[src/tmg_pkg.sv]
package tmg_pkg;

  // Register byte addresses on the APB slave.
  localparam logic [7:0] ADDR_TIMER_CONTROL = 8'h00;
  localparam logic [7:0] ADDR_GATE_CONTROL  = 8'h04;
  localparam logic [7:0] ADDR_COUNT_LOW     = 8'h08;
  localparam logic [7:0] ADDR_COUNT_HIGH    = 8'h0c;
  localparam logic [7:0] ADDR_IRQ_STATUS    = 8'h10;
  localparam logic [7:0] ADDR_IRQ_MASK      = 8'h14;
  localparam logic [7:0] ADDR_COMPANION     = 8'h18;

  // Bit positions inside timer_control.
  localparam int TC_TIMER_ON = 0;

  // Bit positions inside gate_control.
  localparam int GC_ENABLE   = 7;
  localparam int GC_POLARITY = 6;
  localparam int GC_TOGGLE   = 5;
  localparam int GC_SINGLE   = 4;
  localparam int GC_GO       = 3;
  localparam int GC_VALUE    = 2;
  localparam int GC_SEL_HI   = 1;
  localparam int GC_SEL_LO   = 0;

  // Bit positions inside irq_status and irq_mask.
  localparam int IRQ_GATE_EVENT = 0;
  localparam int IRQ_ROLLOVER   = 1;

  // Gate source select codes.
  localparam logic [1:0] SEL_PIN      = 2'h0;
  localparam logic [1:0] SEL_OVERFLOW = 2'h1;

  // Reset values and widths.
  localparam logic [7:0]  BYTE_ZERO   = 8'h00;
  localparam logic [15:0] COUNT_ZERO  = 16'h0000;
  localparam logic [15:0] COUNT_ONE   = 16'h0001;
  localparam logic [15:0] COUNT_MAX   = 16'hffff;
  localparam logic [7:0]  COMP_ONE    = 8'h01;
  localparam logic [7:0]  COMP_MAX    = 8'hff;
  localparam logic [1:0]  IRQ_ZERO    = 2'h0;

endpackage : tmg_pkg

[src/tmg_gate_if.sv]
`timescale 1ns/10ps
interface tmg_gate_if;
  logic       timer_on;
  logic       gate_polarity;
  logic       gate_toggle_mode;
  logic       gate_single_pulse_mode;
  logic       pulse_acquire_go;
  logic [1:0] gate_source_select;
  logic       gate_input_pin;
  logic       overflow_pulse;
  logic       gate_current_value;
  logic       gate_fall;
  logic       go_done;

  modport ctrl (
    output timer_on, gate_polarity, gate_toggle_mode,
    output gate_single_pulse_mode, pulse_acquire_go, gate_source_select,
    output gate_input_pin, overflow_pulse,
    input  gate_current_value, gate_fall, go_done
  );
  modport gate (
    input  timer_on, gate_polarity, gate_toggle_mode,
    input  gate_single_pulse_mode, pulse_acquire_go, gate_source_select,
    input  gate_input_pin, overflow_pulse,
    output gate_current_value, gate_fall, go_done
  );
endinterface : tmg_gate_if

[src/tmg_companion_timer.sv]
`timescale 1ns/10ps
module tmg_companion_timer (
  // Clock and reset.
  input  wire logic       i_clock,
  input  wire logic       i_rst,
  // Count tick and results.
  input  wire logic       i_tick,
  output logic [7:0]      o_count,
  output logic            o_overflow
);

  typedef struct packed {
    logic [7:0] count;
    logic       overflow;
  } tmg_comp_state_t;

  tmg_comp_state_t state_reg;
  tmg_comp_state_t state_next;

  // The overflow pulse is high for one cycle after the count wraps to zero.
  always_comb
  begin
    state_next          = state_reg;
    state_next.overflow = 1'b0;
    if (i_tick)
    begin
      state_next.count    = state_reg.count + tmg_pkg::COMP_ONE;
      state_next.overflow = (state_reg.count == tmg_pkg::COMP_MAX);
    end
  end

  // State register.
  always_ff @(posedge i_clock)
  begin
    if (i_rst)
      state_reg <= '0;
    else
      state_reg <= state_next;
  end

  assign o_count    = state_reg.count;
  assign o_overflow = state_reg.overflow;

endmodule : tmg_companion_timer

[src/tmg_gate_path.sv]
`timescale 1ns/10ps
module tmg_gate_path (
  // Clock and reset.
  input  wire logic i_clock,
  input  wire logic i_rst,
  // Control and results.
  tmg_gate_if.gate  gate_bus
);

  typedef struct packed {
    logic polar_prev;
    logic toggle_ff;
    logic stage_prev;
    logic window;
    logic value;
    logic fall;
    logic done;
  } tmg_gate_state_t;

  tmg_gate_state_t state_reg;
  tmg_gate_state_t state_next;
  logic            source;
  logic            polar;
  logic            stage;
  logic            gate;

  // Source, polarity, toggle, then the single-pulse window, in that order.
  always_comb
  begin
    state_next      = state_reg;
    state_next.fall = 1'b0;
    state_next.done = 1'b0;
    case (gate_bus.gate_source_select)
      tmg_pkg::SEL_PIN:      source = gate_bus.gate_input_pin;
      tmg_pkg::SEL_OVERFLOW: source = gate_bus.overflow_pulse;
      default:               source = 1'b0;
    endcase
    // Polarity turns the source into an active-high count request.
    polar = gate_bus.gate_polarity ? source : ~source;
    state_next.polar_prev = polar;
    // The flip-flop is held clear outside toggle mode or with the timer off.
    if (!gate_bus.gate_toggle_mode || !gate_bus.timer_on)
      state_next.toggle_ff = 1'b0;
    else if (polar && !state_reg.polar_prev)
      state_next.toggle_ff = ~state_reg.toggle_ff;
    stage = gate_bus.gate_toggle_mode ? state_reg.toggle_ff : polar;
    state_next.stage_prev = stage;
    // Window opens on a leading edge while armed, closes on the trailing one.
    if (!gate_bus.gate_single_pulse_mode)
      state_next.window = 1'b0;
    else if (state_reg.window && !stage && state_reg.stage_prev)
    begin
      state_next.window = 1'b0;
      state_next.done   = 1'b1;
    end
    else if (gate_bus.pulse_acquire_go && stage && !state_reg.stage_prev)
      state_next.window = 1'b1;
    gate = gate_bus.gate_single_pulse_mode ?
           (state_reg.window && stage) : stage;
    state_next.value = gate;
    state_next.fall  = state_reg.value && !gate;
  end

  // State register; the gate value settles one cycle after reset.
  always_ff @(posedge i_clock)
  begin
    if (i_rst)
      state_reg <= '0;
    else
      state_reg <= state_next;
  end

  assign gate_bus.gate_current_value = state_reg.value;
  assign gate_bus.gate_fall          = state_reg.fall;
  assign gate_bus.go_done            = state_reg.done;

endmodule : tmg_gate_path

[src/tmg_timer_gate.sv]
// Chosen here: the APB slave port and the placing of the registers.
`timescale 1ns/10ps
// Summary of operation
// - Gate enable matters only with timer on; clear enable counts freely.
// - Polarity one counts while gate high; zero counts while gate low.
// - Toggle mode routes gate through flip-flop; off holds it clear.
// - Toggle flip-flop flips on every leading edge of the gate.
// - Single-pulse mode lets the acquisition window control the gate.
// - Go bit reads one while armed; software sets, hardware clears it.
// - Gate value bit shows gate as counter sees it, whatever enable says.
// - Source select 00 picks pin, 01 companion overflow, others reserved.
// - Writable control bits reset to zero on power-on reset.
// - Count readable and writable as high and low bytes.
// - Armed pulse counts from leading edge; trailing edge ends and disarms.
// - Falling gate value sets event flag; enable raises interrupt.
// - Companion timer wrap from maximum to zero gives overflow pulse.
// - Clearing timer on stops counting and clears toggle flip-flop.
module tmg_timer_gate (
  // Clock and reset.
  input  wire logic        i_clock,
  input  wire logic        i_rst,
  // APB slave.
  input  wire logic        i_psel,
  input  wire logic        i_penable,
  input  wire logic        i_pwrite,
  input  wire logic [7:0]  i_paddr,
  input  wire logic [31:0] i_pwdata,
  output logic      [31:0] o_prdata,
  output logic             o_pready,
  output logic             o_pslverr,
  // Timer clock ticks and gate pin.
  input  wire logic        i_count_tick,
  input  wire logic        i_companion_tick,
  input  wire logic        i_gate_input_pin,
  // Interrupt and live gate.
  output logic             o_irq,
  output logic             o_count_enable
);

  typedef struct packed {
    logic        timer_on;
    logic [7:0]  gate_control;
    logic [15:0] count;
    logic [1:0]  irq_status;
    logic [1:0]  irq_mask;
    logic [31:0] prdata;
    logic        pready;
    logic        pslverr;
    logic        irq;
    logic        count_enable;
  } tmg_top_state_t;

  tmg_top_state_t state_reg;
  tmg_top_state_t state_next;
  logic [7:0]     comp_count;
  logic           comp_overflow;
  logic           access;
  logic           done;
  logic           wr;
  logic           rd;
  logic           mapped;
  logic [7:0]     rd_byte;
  logic [1:0]     events;
  logic [7:0]     gc_view;

  tmg_gate_if gate_bus ();

  // Companion 8-bit timer that provides the overflow gate source.
  tmg_companion_timer u_companion (
    .i_clock    (i_clock),
    .i_rst      (i_rst),
    .i_tick     (i_companion_tick),
    .o_count    (comp_count),
    .o_overflow (comp_overflow)
  );

  // Gate conditioning path.
  tmg_gate_path u_gate (
    .i_clock  (i_clock),
    .i_rst    (i_rst),
    .gate_bus (gate_bus)
  );

  // Control fields feed the gate path straight from their registers.
  assign gate_bus.timer_on               = state_reg.timer_on;
  assign gate_bus.gate_polarity          =
    state_reg.gate_control[tmg_pkg::GC_POLARITY];
  assign gate_bus.gate_toggle_mode       =
    state_reg.gate_control[tmg_pkg::GC_TOGGLE];
  assign gate_bus.gate_single_pulse_mode =
    state_reg.gate_control[tmg_pkg::GC_SINGLE];
  assign gate_bus.pulse_acquire_go       =
    state_reg.gate_control[tmg_pkg::GC_GO];
  assign gate_bus.gate_source_select     =
    state_reg.gate_control[tmg_pkg::GC_SEL_HI:tmg_pkg::GC_SEL_LO];
  assign gate_bus.gate_input_pin         = i_gate_input_pin;
  assign gate_bus.overflow_pulse         = comp_overflow;

  // Read view of gate_control with the live value bit spliced in.
  always_comb
  begin
    gc_view = state_reg.gate_control;
    gc_view[tmg_pkg::GC_VALUE] = gate_bus.gate_current_value;
  end

  // Address decode; a transfer finishes on the edge where pready is high.
  always_comb
  begin
    access = i_psel && i_penable;
    done   = access && state_reg.pready;
    wr     = done && i_pwrite && !state_reg.pslverr;
    rd     = done && !i_pwrite && !state_reg.pslverr;
    mapped = 1'b1;
    case (i_paddr)
      tmg_pkg::ADDR_TIMER_CONTROL:
        rd_byte = {7'h00, state_reg.timer_on};
      tmg_pkg::ADDR_GATE_CONTROL:
        rd_byte = gc_view;
      tmg_pkg::ADDR_COUNT_LOW:
        rd_byte = state_reg.count[7:0];
      tmg_pkg::ADDR_COUNT_HIGH:
        rd_byte = state_reg.count[15:8];
      tmg_pkg::ADDR_IRQ_STATUS:
        rd_byte = {6'h00, state_reg.irq_status};
      tmg_pkg::ADDR_IRQ_MASK:
        rd_byte = {6'h00, state_reg.irq_mask};
      tmg_pkg::ADDR_COMPANION:
        rd_byte = comp_count;
      default:
      begin
        rd_byte = tmg_pkg::BYTE_ZERO;
        mapped  = 1'b0;
      end
    endcase
  end

  // Register file, counter and interrupt logic.
  always_comb
  begin
    state_next = state_reg;
    // Bus answer: one wait state, data captured as pready rises.
    state_next.pready  = access && !state_reg.pready;
    state_next.pslverr = access && !state_reg.pready && !mapped;
    if (access && !state_reg.pready)
      state_next.prdata = {24'h000000, rd_byte};
    else
      state_next.prdata = 32'h00000000;
    // Software writes.
    if (wr && i_paddr == tmg_pkg::ADDR_TIMER_CONTROL)
      state_next.timer_on = i_pwdata[tmg_pkg::TC_TIMER_ON];
    if (wr && i_paddr == tmg_pkg::ADDR_GATE_CONTROL)
    begin
      state_next.gate_control = i_pwdata[7:0];
      state_next.gate_control[tmg_pkg::GC_VALUE] = 1'b0;
    end
    else if (gate_bus.go_done)
      state_next.gate_control[tmg_pkg::GC_GO] = 1'b0;
    if (wr && i_paddr == tmg_pkg::ADDR_IRQ_MASK)
      state_next.irq_mask = i_pwdata[1:0];
    // Count enable: gate matters only with the timer on and gate enabled.
    state_next.count_enable = state_next.timer_on &&
      (!state_next.gate_control[tmg_pkg::GC_ENABLE] ||
       gate_bus.gate_current_value);
    events = tmg_pkg::IRQ_ZERO;
    if (wr && i_paddr == tmg_pkg::ADDR_COUNT_LOW)
      state_next.count[7:0] = i_pwdata[7:0];
    else if (wr && i_paddr == tmg_pkg::ADDR_COUNT_HIGH)
      state_next.count[15:8] = i_pwdata[7:0];
    else if (i_count_tick && state_reg.count_enable)
    begin
      state_next.count = state_reg.count + tmg_pkg::COUNT_ONE;
      events[tmg_pkg::IRQ_ROLLOVER] = (state_reg.count == tmg_pkg::COUNT_MAX);
    end
    events[tmg_pkg::IRQ_GATE_EVENT] = gate_bus.gate_fall;
    // Status clears on read, but a new event in that cycle still lands.
    if (rd && i_paddr == tmg_pkg::ADDR_IRQ_STATUS)
      state_next.irq_status = events;
    else
      state_next.irq_status = state_reg.irq_status | events;
    state_next.irq = |(state_next.irq_status & state_next.irq_mask);
  end

  // State register; power-on reset clears all the control bits.
  always_ff @(posedge i_clock)
  begin
    if (i_rst)
    begin
      state_reg              <= '0;
      state_reg.count        <= tmg_pkg::COUNT_ZERO;
    end
    else
      state_reg <= state_next;
  end

  assign o_prdata       = state_reg.prdata;
  assign o_pready       = state_reg.pready;
  assign o_pslverr      = state_reg.pslverr;
  assign o_irq          = state_reg.irq;
  assign o_count_enable = state_reg.count_enable;

endmodule : tmg_timer_gate

[config.mk]
export PLATFORM = sky130hd
export DESIGN_NAME = tmg_timer_gate
export DESIGN_NICKNAME = d
export VERILOG_FILES = /design/src/tmg_pkg.sv /design/src/tmg_gate_if.sv /design/src/tmg_companion_timer.sv /design/src/tmg_gate_path.sv /design/src/tmg_timer_gate.sv
export SDC_FILE = /design/constraint.sdc
export NUM_CORES = 1
export LEC_CHECK = 0
export ABC_CLOCK_PERIOD_IN_PS = 5000
export CORE_MARGIN = 5
export CORE_UTILIZATION = 60
export CTS_BUF_LIST = sky130_fd_sc_hd__clkbuf_4 sky130_fd_sc_hd__clkbuf_8 sky130_fd_sc_hd__clkbuf_16
export CTS_CLUSTER_SIZE = 24
export DETAILED_ROUTE_END_ITERATION = 10
export DONT_BUFFER_PORTS = 1
export GPL_TIMING_DRIVEN = 0
export PLACE_DENSITY_LB_ADDON = 0.05
export SLEW_MARGIN = 10
export SYNTH_ARGS = -nofsm -noshare
export SYNTH_HDL_FRONTEND = slang
export SYNTH_SLANG_ARGS = --single-unit
[constraint.sdc]
create_clock -name i_clock -period 5 [get_ports i_clock]
set_input_delay 1 -clock i_clock [delete_from_list [all_inputs] [get_ports i_clock]]
set_output_delay 1 -clock i_clock [all_outputs]
set_load 0.05 [all_outputs]
# --- Word-level counts from Yosys, hierarchy flattened ---
# Cells that the tools add are included.
op_classes:
  reduce_logical: 50
  muxes: 20
  eq_ne: 10
  bitwise_logic: 8
  add_sub_neg: 2
op_table:
  columns: ["operator", "count"]
  rows:
  - ["$pmux 8 s7", 1]
  - ["$eq 8x5->1 const B", 3]
  - ["$mux 8", 3]
  - ["$logic_and 1x1->1", 23]
  - ["$add 16x1->16 const B", 1]
  - ["$eq 16x16->1 const B", 1]
  - ["$eq 8x4->1 const B", 2]
  - ["$mux 16", 1]
  - ["$logic_not 1->1", 11]
  - ["$mux 1", 11]
  - ["$reduce_or 2->1", 5]
  - ["$add 8x1->8 const B", 1]
  - ["$eq 8x3->1 const B", 1]
  - ["$eq 8x8->1 const B", 1]
  - ["$logic_not 8->1", 1]
  - ["$reduce_or 7->1", 1]
  - ["$not 1->1", 6]
  - ["$reduce_bool 2->1", 3]
  - ["$mux 2", 2]
  - ["$mux 4", 1]
  - ["$reduce_and 2->1", 2]
  - ["$reduce_or 3->1", 1]
  - ["$and 2x2->2", 1]
  - ["$eq 2x1->1 const B", 1]
  - ["other kinds (5)", 6]
word_totals:
  reg_bits: 80
  in_bits: 48

# --- Logic depth before layout (Yosys ltp) ---
logic_depth:
  depth_word: 11
  mapped_depth: 7
  ltp_nobuf: 6

# --- By module ---
# From an unflattened synthesis, not the netlist that was laid out.
hier_totals:
  cells_unflattened: 336
  hier_area_um2: 2971.6
modules_own_cells:
  columns: ["module", "seq_area_each_um2", "area_per_inst_um2", "n_inst", "cells_per_inst"]
  rows:
  - ["tmg_timer_gate", 800.8, 2312.2, 1, 268]
  - ["tmg_companion_timer", 180.2, 376.6, 1, 40]
  - ["tmg_gate_path", 140.1, 282.8, 1, 28]

# --- Worst setup path before layout ---
# OpenSTA, ideal clock, no wires.
synth_timing:
  kind: "in2reg"
  startpoint: "input i_paddr[5]"
  endpoint: "register state_reg, in the netlist o_count_enable"
  path_stages: 5
  required_time_ps: 4885
  n_path_buf: 0
  arrival_time_ps: 2264
  setup_time_ps: 115
  setup_slack_ps: 2621
  cell_sequence: "or4_4 -> nor4b_4 -> nand2_2 -> mux2i_1 -> o21a_1"
synth_via:
  elab_chain_cells: 6
synth_rtl:
  columns: ["item", "line_no", "source"]
  rows:
  - ["start: declaration", "tmg_timer_gate.sv:26", "input wire logic [7:0] i_paddr,"]
  - ["$eq 8x3->1", "tmg_timer_gate.sv:151", "if (wr && i_paddr == tmg_pkg::ADDR_GATE_CONTROL)"]
  - ["$logic_and 1x1->1", "tmg_timer_gate.sv:151", null]
  - ["$mux 4", "tmg_timer_gate.sv:151", null]
  - ["$logic_not 1->1", "tmg_timer_gate.sv:162", "(!state_next.gate_control[tmg_pkg::GC_ENABLE] ||"]
  - ["$logic_or 1x1->1", "tmg_timer_gate.sv:162", null]
  - ["$logic_and 1x1->1 *", "tmg_timer_gate.sv:161", "state_next.count_enable = state_next.timer_on &&"]
  - ["end signal: assignment", "tmg_timer_gate.sv:192", "state_reg <= state_next;"]
  - ["end: declaration", "tmg_timer_gate.sv:53", "tmg_top_state_t state_reg;"]
# Every way passes the cells marked *; elsewhere a longest branch is shown, timed or not.
# A chain may end at the register's enable or synchronous reset.

# --- Worst setup path in the final report ---
layout_timing:
  startpoint: "input i_paddr[3]"
  endpoint: "register state_reg[52] (netlist name)"
layout_via:
  elab_chain_cells: 4
layout_rtl:
  columns: ["item", "line_no"]
  rows:
  - ["$eq 8x4->1, on equally long branches", "tmg_timer_gate.sv:167, tmg_timer_gate.sv:165"]
  - ["$logic_and 1x1->1, on equally long branches", "tmg_timer_gate.sv:167, tmg_timer_gate.sv:165"]
  - ["$reduce_bool 2->1 (no line) / $not 1->1 (equally long branches)", null]
  - ["$reduce_and 2->1 (no line)", null]
# Several ways; a longest one is shown, not always the timed one.

==> metrics.md <==
| Metric | Value |
|---|---|
| Post-layout minimum cycle time | 2.359 ns |
| CTS clock-pin slew for the worst setup and hold paths | 0.09 ns |
| Cell at the slowest stage of the critical path | clkbuf_1 |
| Period utilisation layout | 47.19% |
| Max Clk Rate | 0.4239 GHz |
| First-pass iteration count of the detailed router | 5 |
| Core area | 4723 µm² |
| Routed vias/inst | 5.799 |
| Endpoint arrival time on the critical path | 2.58 ns |
| Number of warnings reported in the yosys synthesis log | 0 |
| Required time at the endpoint of the critical path | 5.22 ns |
| Worst-skew pair later-pin latency | 0.31 ns |
| Ordered list of cells on the worst path | clkbuf_1 -> and4_1 -> buf_2 -> nand2_2 -> buf_2 -> a211oi_1 |
| Clock network fraction of total power | 30.2% |
| Drt drc | 0 |
| GRT Util Overall | 23.61% |
| Slew of the pin with the lowest slew margin | 0.6846 ns |
| Worst path max stage delay | 0.37 ns |
| Clock buffers created by TritonCTS | 5 |
| Worst hold-check path type | reg2reg |
| Placer's final routability congestion estimate | 0.9409 |
| Clock root buffer | clkbuf_8 |
| Number of antenna violations at the first check in global routing | 0 |
| Synthesized cell area | 2928 µm² |
| Crit-path most repeated cell | buf_2 |
| Pre-CTS setup slack | 2.347 ns |
| Critical path class | in2reg |
| Number of buffers added to fix hold violations after cts | 0 |
| Async set-reset flop share out of synthesis | 0% |
| Overall power | 0.7781 mW |
| I/O pin count | 84 |
| Number of nets in the layout | 415 |
| Number of slew-limit violations in the final report | 0 |
| Relative max-transition margin | 54.01% |
| Number of flops mapped to enable cells by yosys | 0 |
| Crit path capture type | register |
| Switching Share | 26.76% |
| Count of standard-cell rows | 25 |
| Worst hold margin | 0.4577 ns |
| X dimension of the die | 79.86 µm |
| Clk buf depth | 2 |
| Register bit count reported by yosys | 56 |
| Total Wirelength | 7183 µm |
| Overall die area | 6377 µm² |
| Avg WL per Cell | 16.63 µm |
| Port-buffer cells | 0 |
| Clock Skews | 0.006436 ns |
| Number of vias in the routed layout | 2,505 |
| Number of clock sinks | 56 |
| Final antenna-violating net count | 0 |
| Grt ovf | 0 |
| Vias in the first global route | 2,341 |
| Internal power | 0.5699 mW |
| Total half-perimeter wirelength after legalization and detailed placement | 5544 µm |
| PwrDens | 244.7 nW/µm² |
| Number of flip-flops in the largest register | 20 |
| Synth Area per Inst | 8.740 µm² |
| Sequential share of power | 58.6% |
| Portion of the post-synthesis area used by sequential elements | 38.29% |
| H-tree Lvls | 2 |
| Initial core utilization | 61.99% |
| Worst voltage drop across the vdd grid | 0.0001622 V |
| Number of hold violations in the final report | 0 |
| Ant diodes | 0 |
| Highest fanout seen on the critical path | 10 |
| Pleak | 1.199 nW |
| Reported max-cap violation count | 0 |
| Startpoint kind of the worst setup timing path | input pin |
| Post-cts repair resize count | 0 |
| Share of final-layout standard cells stronger than drive strength 1 | 16.16% |
| Total buffers and inverters traversed by the critical path | 3 |
| Result of the run | completed |
| Family with the most delay on the worst path | buffers and inverters |
| Maximum number of pins on one net before global-route repair | 17 |
| Floorplan die height | 79.86 µm |
| First-pass GRT wire length | 11,560 µm |
| # setup viols final | 0 |
| Post-synthesis instance total | 335 |
| Fraction of power consumed by combinational cells | 11.2% |
| Unrepaired setup endpoints after global routing | false |
| Count of distinct cell types in the synthesized netlist | 53 |
| Main synth FF type | dfxtp_1 |
| Core occupancy in the finished layout | 67.31% |
| Fin worst setup slack | 2.641 ns |
| Setup_tns | 0 ns |
| Switching power | 0.2083 mW |
| Area added between synthesis and finish | 8.590% |
| TritonCTS clock tree | built |
| Number of buffers inserted by post-CTS setup repair | 0 |
| Initial DRC count | 218 |
[layout make-up]
type                            count  area [µm²]
Clock buffer                        5       68.82
Fill cell                         414        1544
Clock inverter                      2       12.51
Sequential cell                    56        1121
Buffer                             46       299.0
Inverter                            8       30.03
Tap cell                           67       83.83
Multi-Input combinational cell    248        1564
[through the flow]
step           instance area [µm²]  std cells
4_1_cts                       3179        432
5_1_grt                       3179        432
6_report                      3179        432
3_3_place_gp                  3098        425
3_5_place_dp                  3098        425
2_1_floorplan                 3014        358
[cell usage after synthesis, types with 4 or more instances]
cell type	instances	area, µm²
and4_1	4	35.03
a222oi_1	7	70.07
buf_4	32	240.2
buf_2	5	25.02
o21ai_0	6	30.03
nor2_1	36	135.1
clkbuf_1	7	26.28
xnor2_1	9	78.83
mux2_2	5	56.30
dfxtp_1	56	1121
a21oi_1	14	70.07
mux2i_1	10	100.1
nand4_1	12	75.07
inv_1	8	30.03
and3_1	4	25.02
xor2_1	9	78.83
a211oi_1	14	105.1
nand2_1	19	71.32
nor3_1	10	50.05
nand3_1	21	105.1
[cell families (layout without fill, tap and decap cells)]
logic type               Yosys count  count (layout)  synth area share [%]
AO/OA/AOI/OAI                     60              60                 14.96
XOR/XNOR                          18              18                 5.385
adder cells (fa/ha/maj)            2               2                0.8546
buffers and inverters             54              61                 11.24
flip-flops                        56              56                 38.29
multiplexers                      15              15                 5.342
other                              1              24                0.1281
AND/OR/NAND/NOR                  129             129                 23.80
[power groups by stage]
stage	clock, mW	combinational, mW	sequential (mW)
3_5_place_dp	0	0.0860	0.466
6_report	0.235	0.0873	0.456
3_3_place_gp	0	0.0854	0.466
4_1_cts	0.243	0.0861	0.456
5_1_grt	0.264	0.0933	0.457
2_1_floorplan	0	0.0792	0.465
[path summary, 6_finish.rpt]
| kind | start | end | slack, ns | cells past startpoint |
|---|---|---|---|---|
| worst min register to register | u_gate.state_reg[4] | u_gate.gate_bus.go_done | 0.46 | 2 |
| worst max-delay path | i_paddr[3] | state_reg[52] | 2.64 | 6 |
| worst max register to register | o_pready | state_reg[44] | 2.69 | 7 |
| worst min-delay path | u_gate.state_reg[4] | u_gate.gate_bus.go_done | 0.46 | 2 |
[tightest hold or removal path, stage by stage (launching register included)]
cell,delay (ns)
dfxtp_1,0.33
nand2_1,0.05
nor2_1,0.04
[cells in the final DEF, fill, tap and decap left out, types with 8 or more instances in the layout]
cell / instances
dfxtp_1: 56
nor2_1: 36
buf_4: 32
conb_1: 24
nand3_1: 21
nand2_1: 19
a211oi_1: 14
a21oi_1: 14
nand4_1: 12
nor3_1: 10
mux2i_1: 10
xor2_1: 9
xnor2_1: 9
inv_1: 8
[metal layers]
layer  wire, µm  track usage, %  vias up
met4        160           8.784        0
met2       3282           37.40      132
met3        767           5.756       19
met5          0               0        -
li1           -               -     1216
met1       2973           31.04     1138
Note: power is estimated with default switching activity, not from simulation.
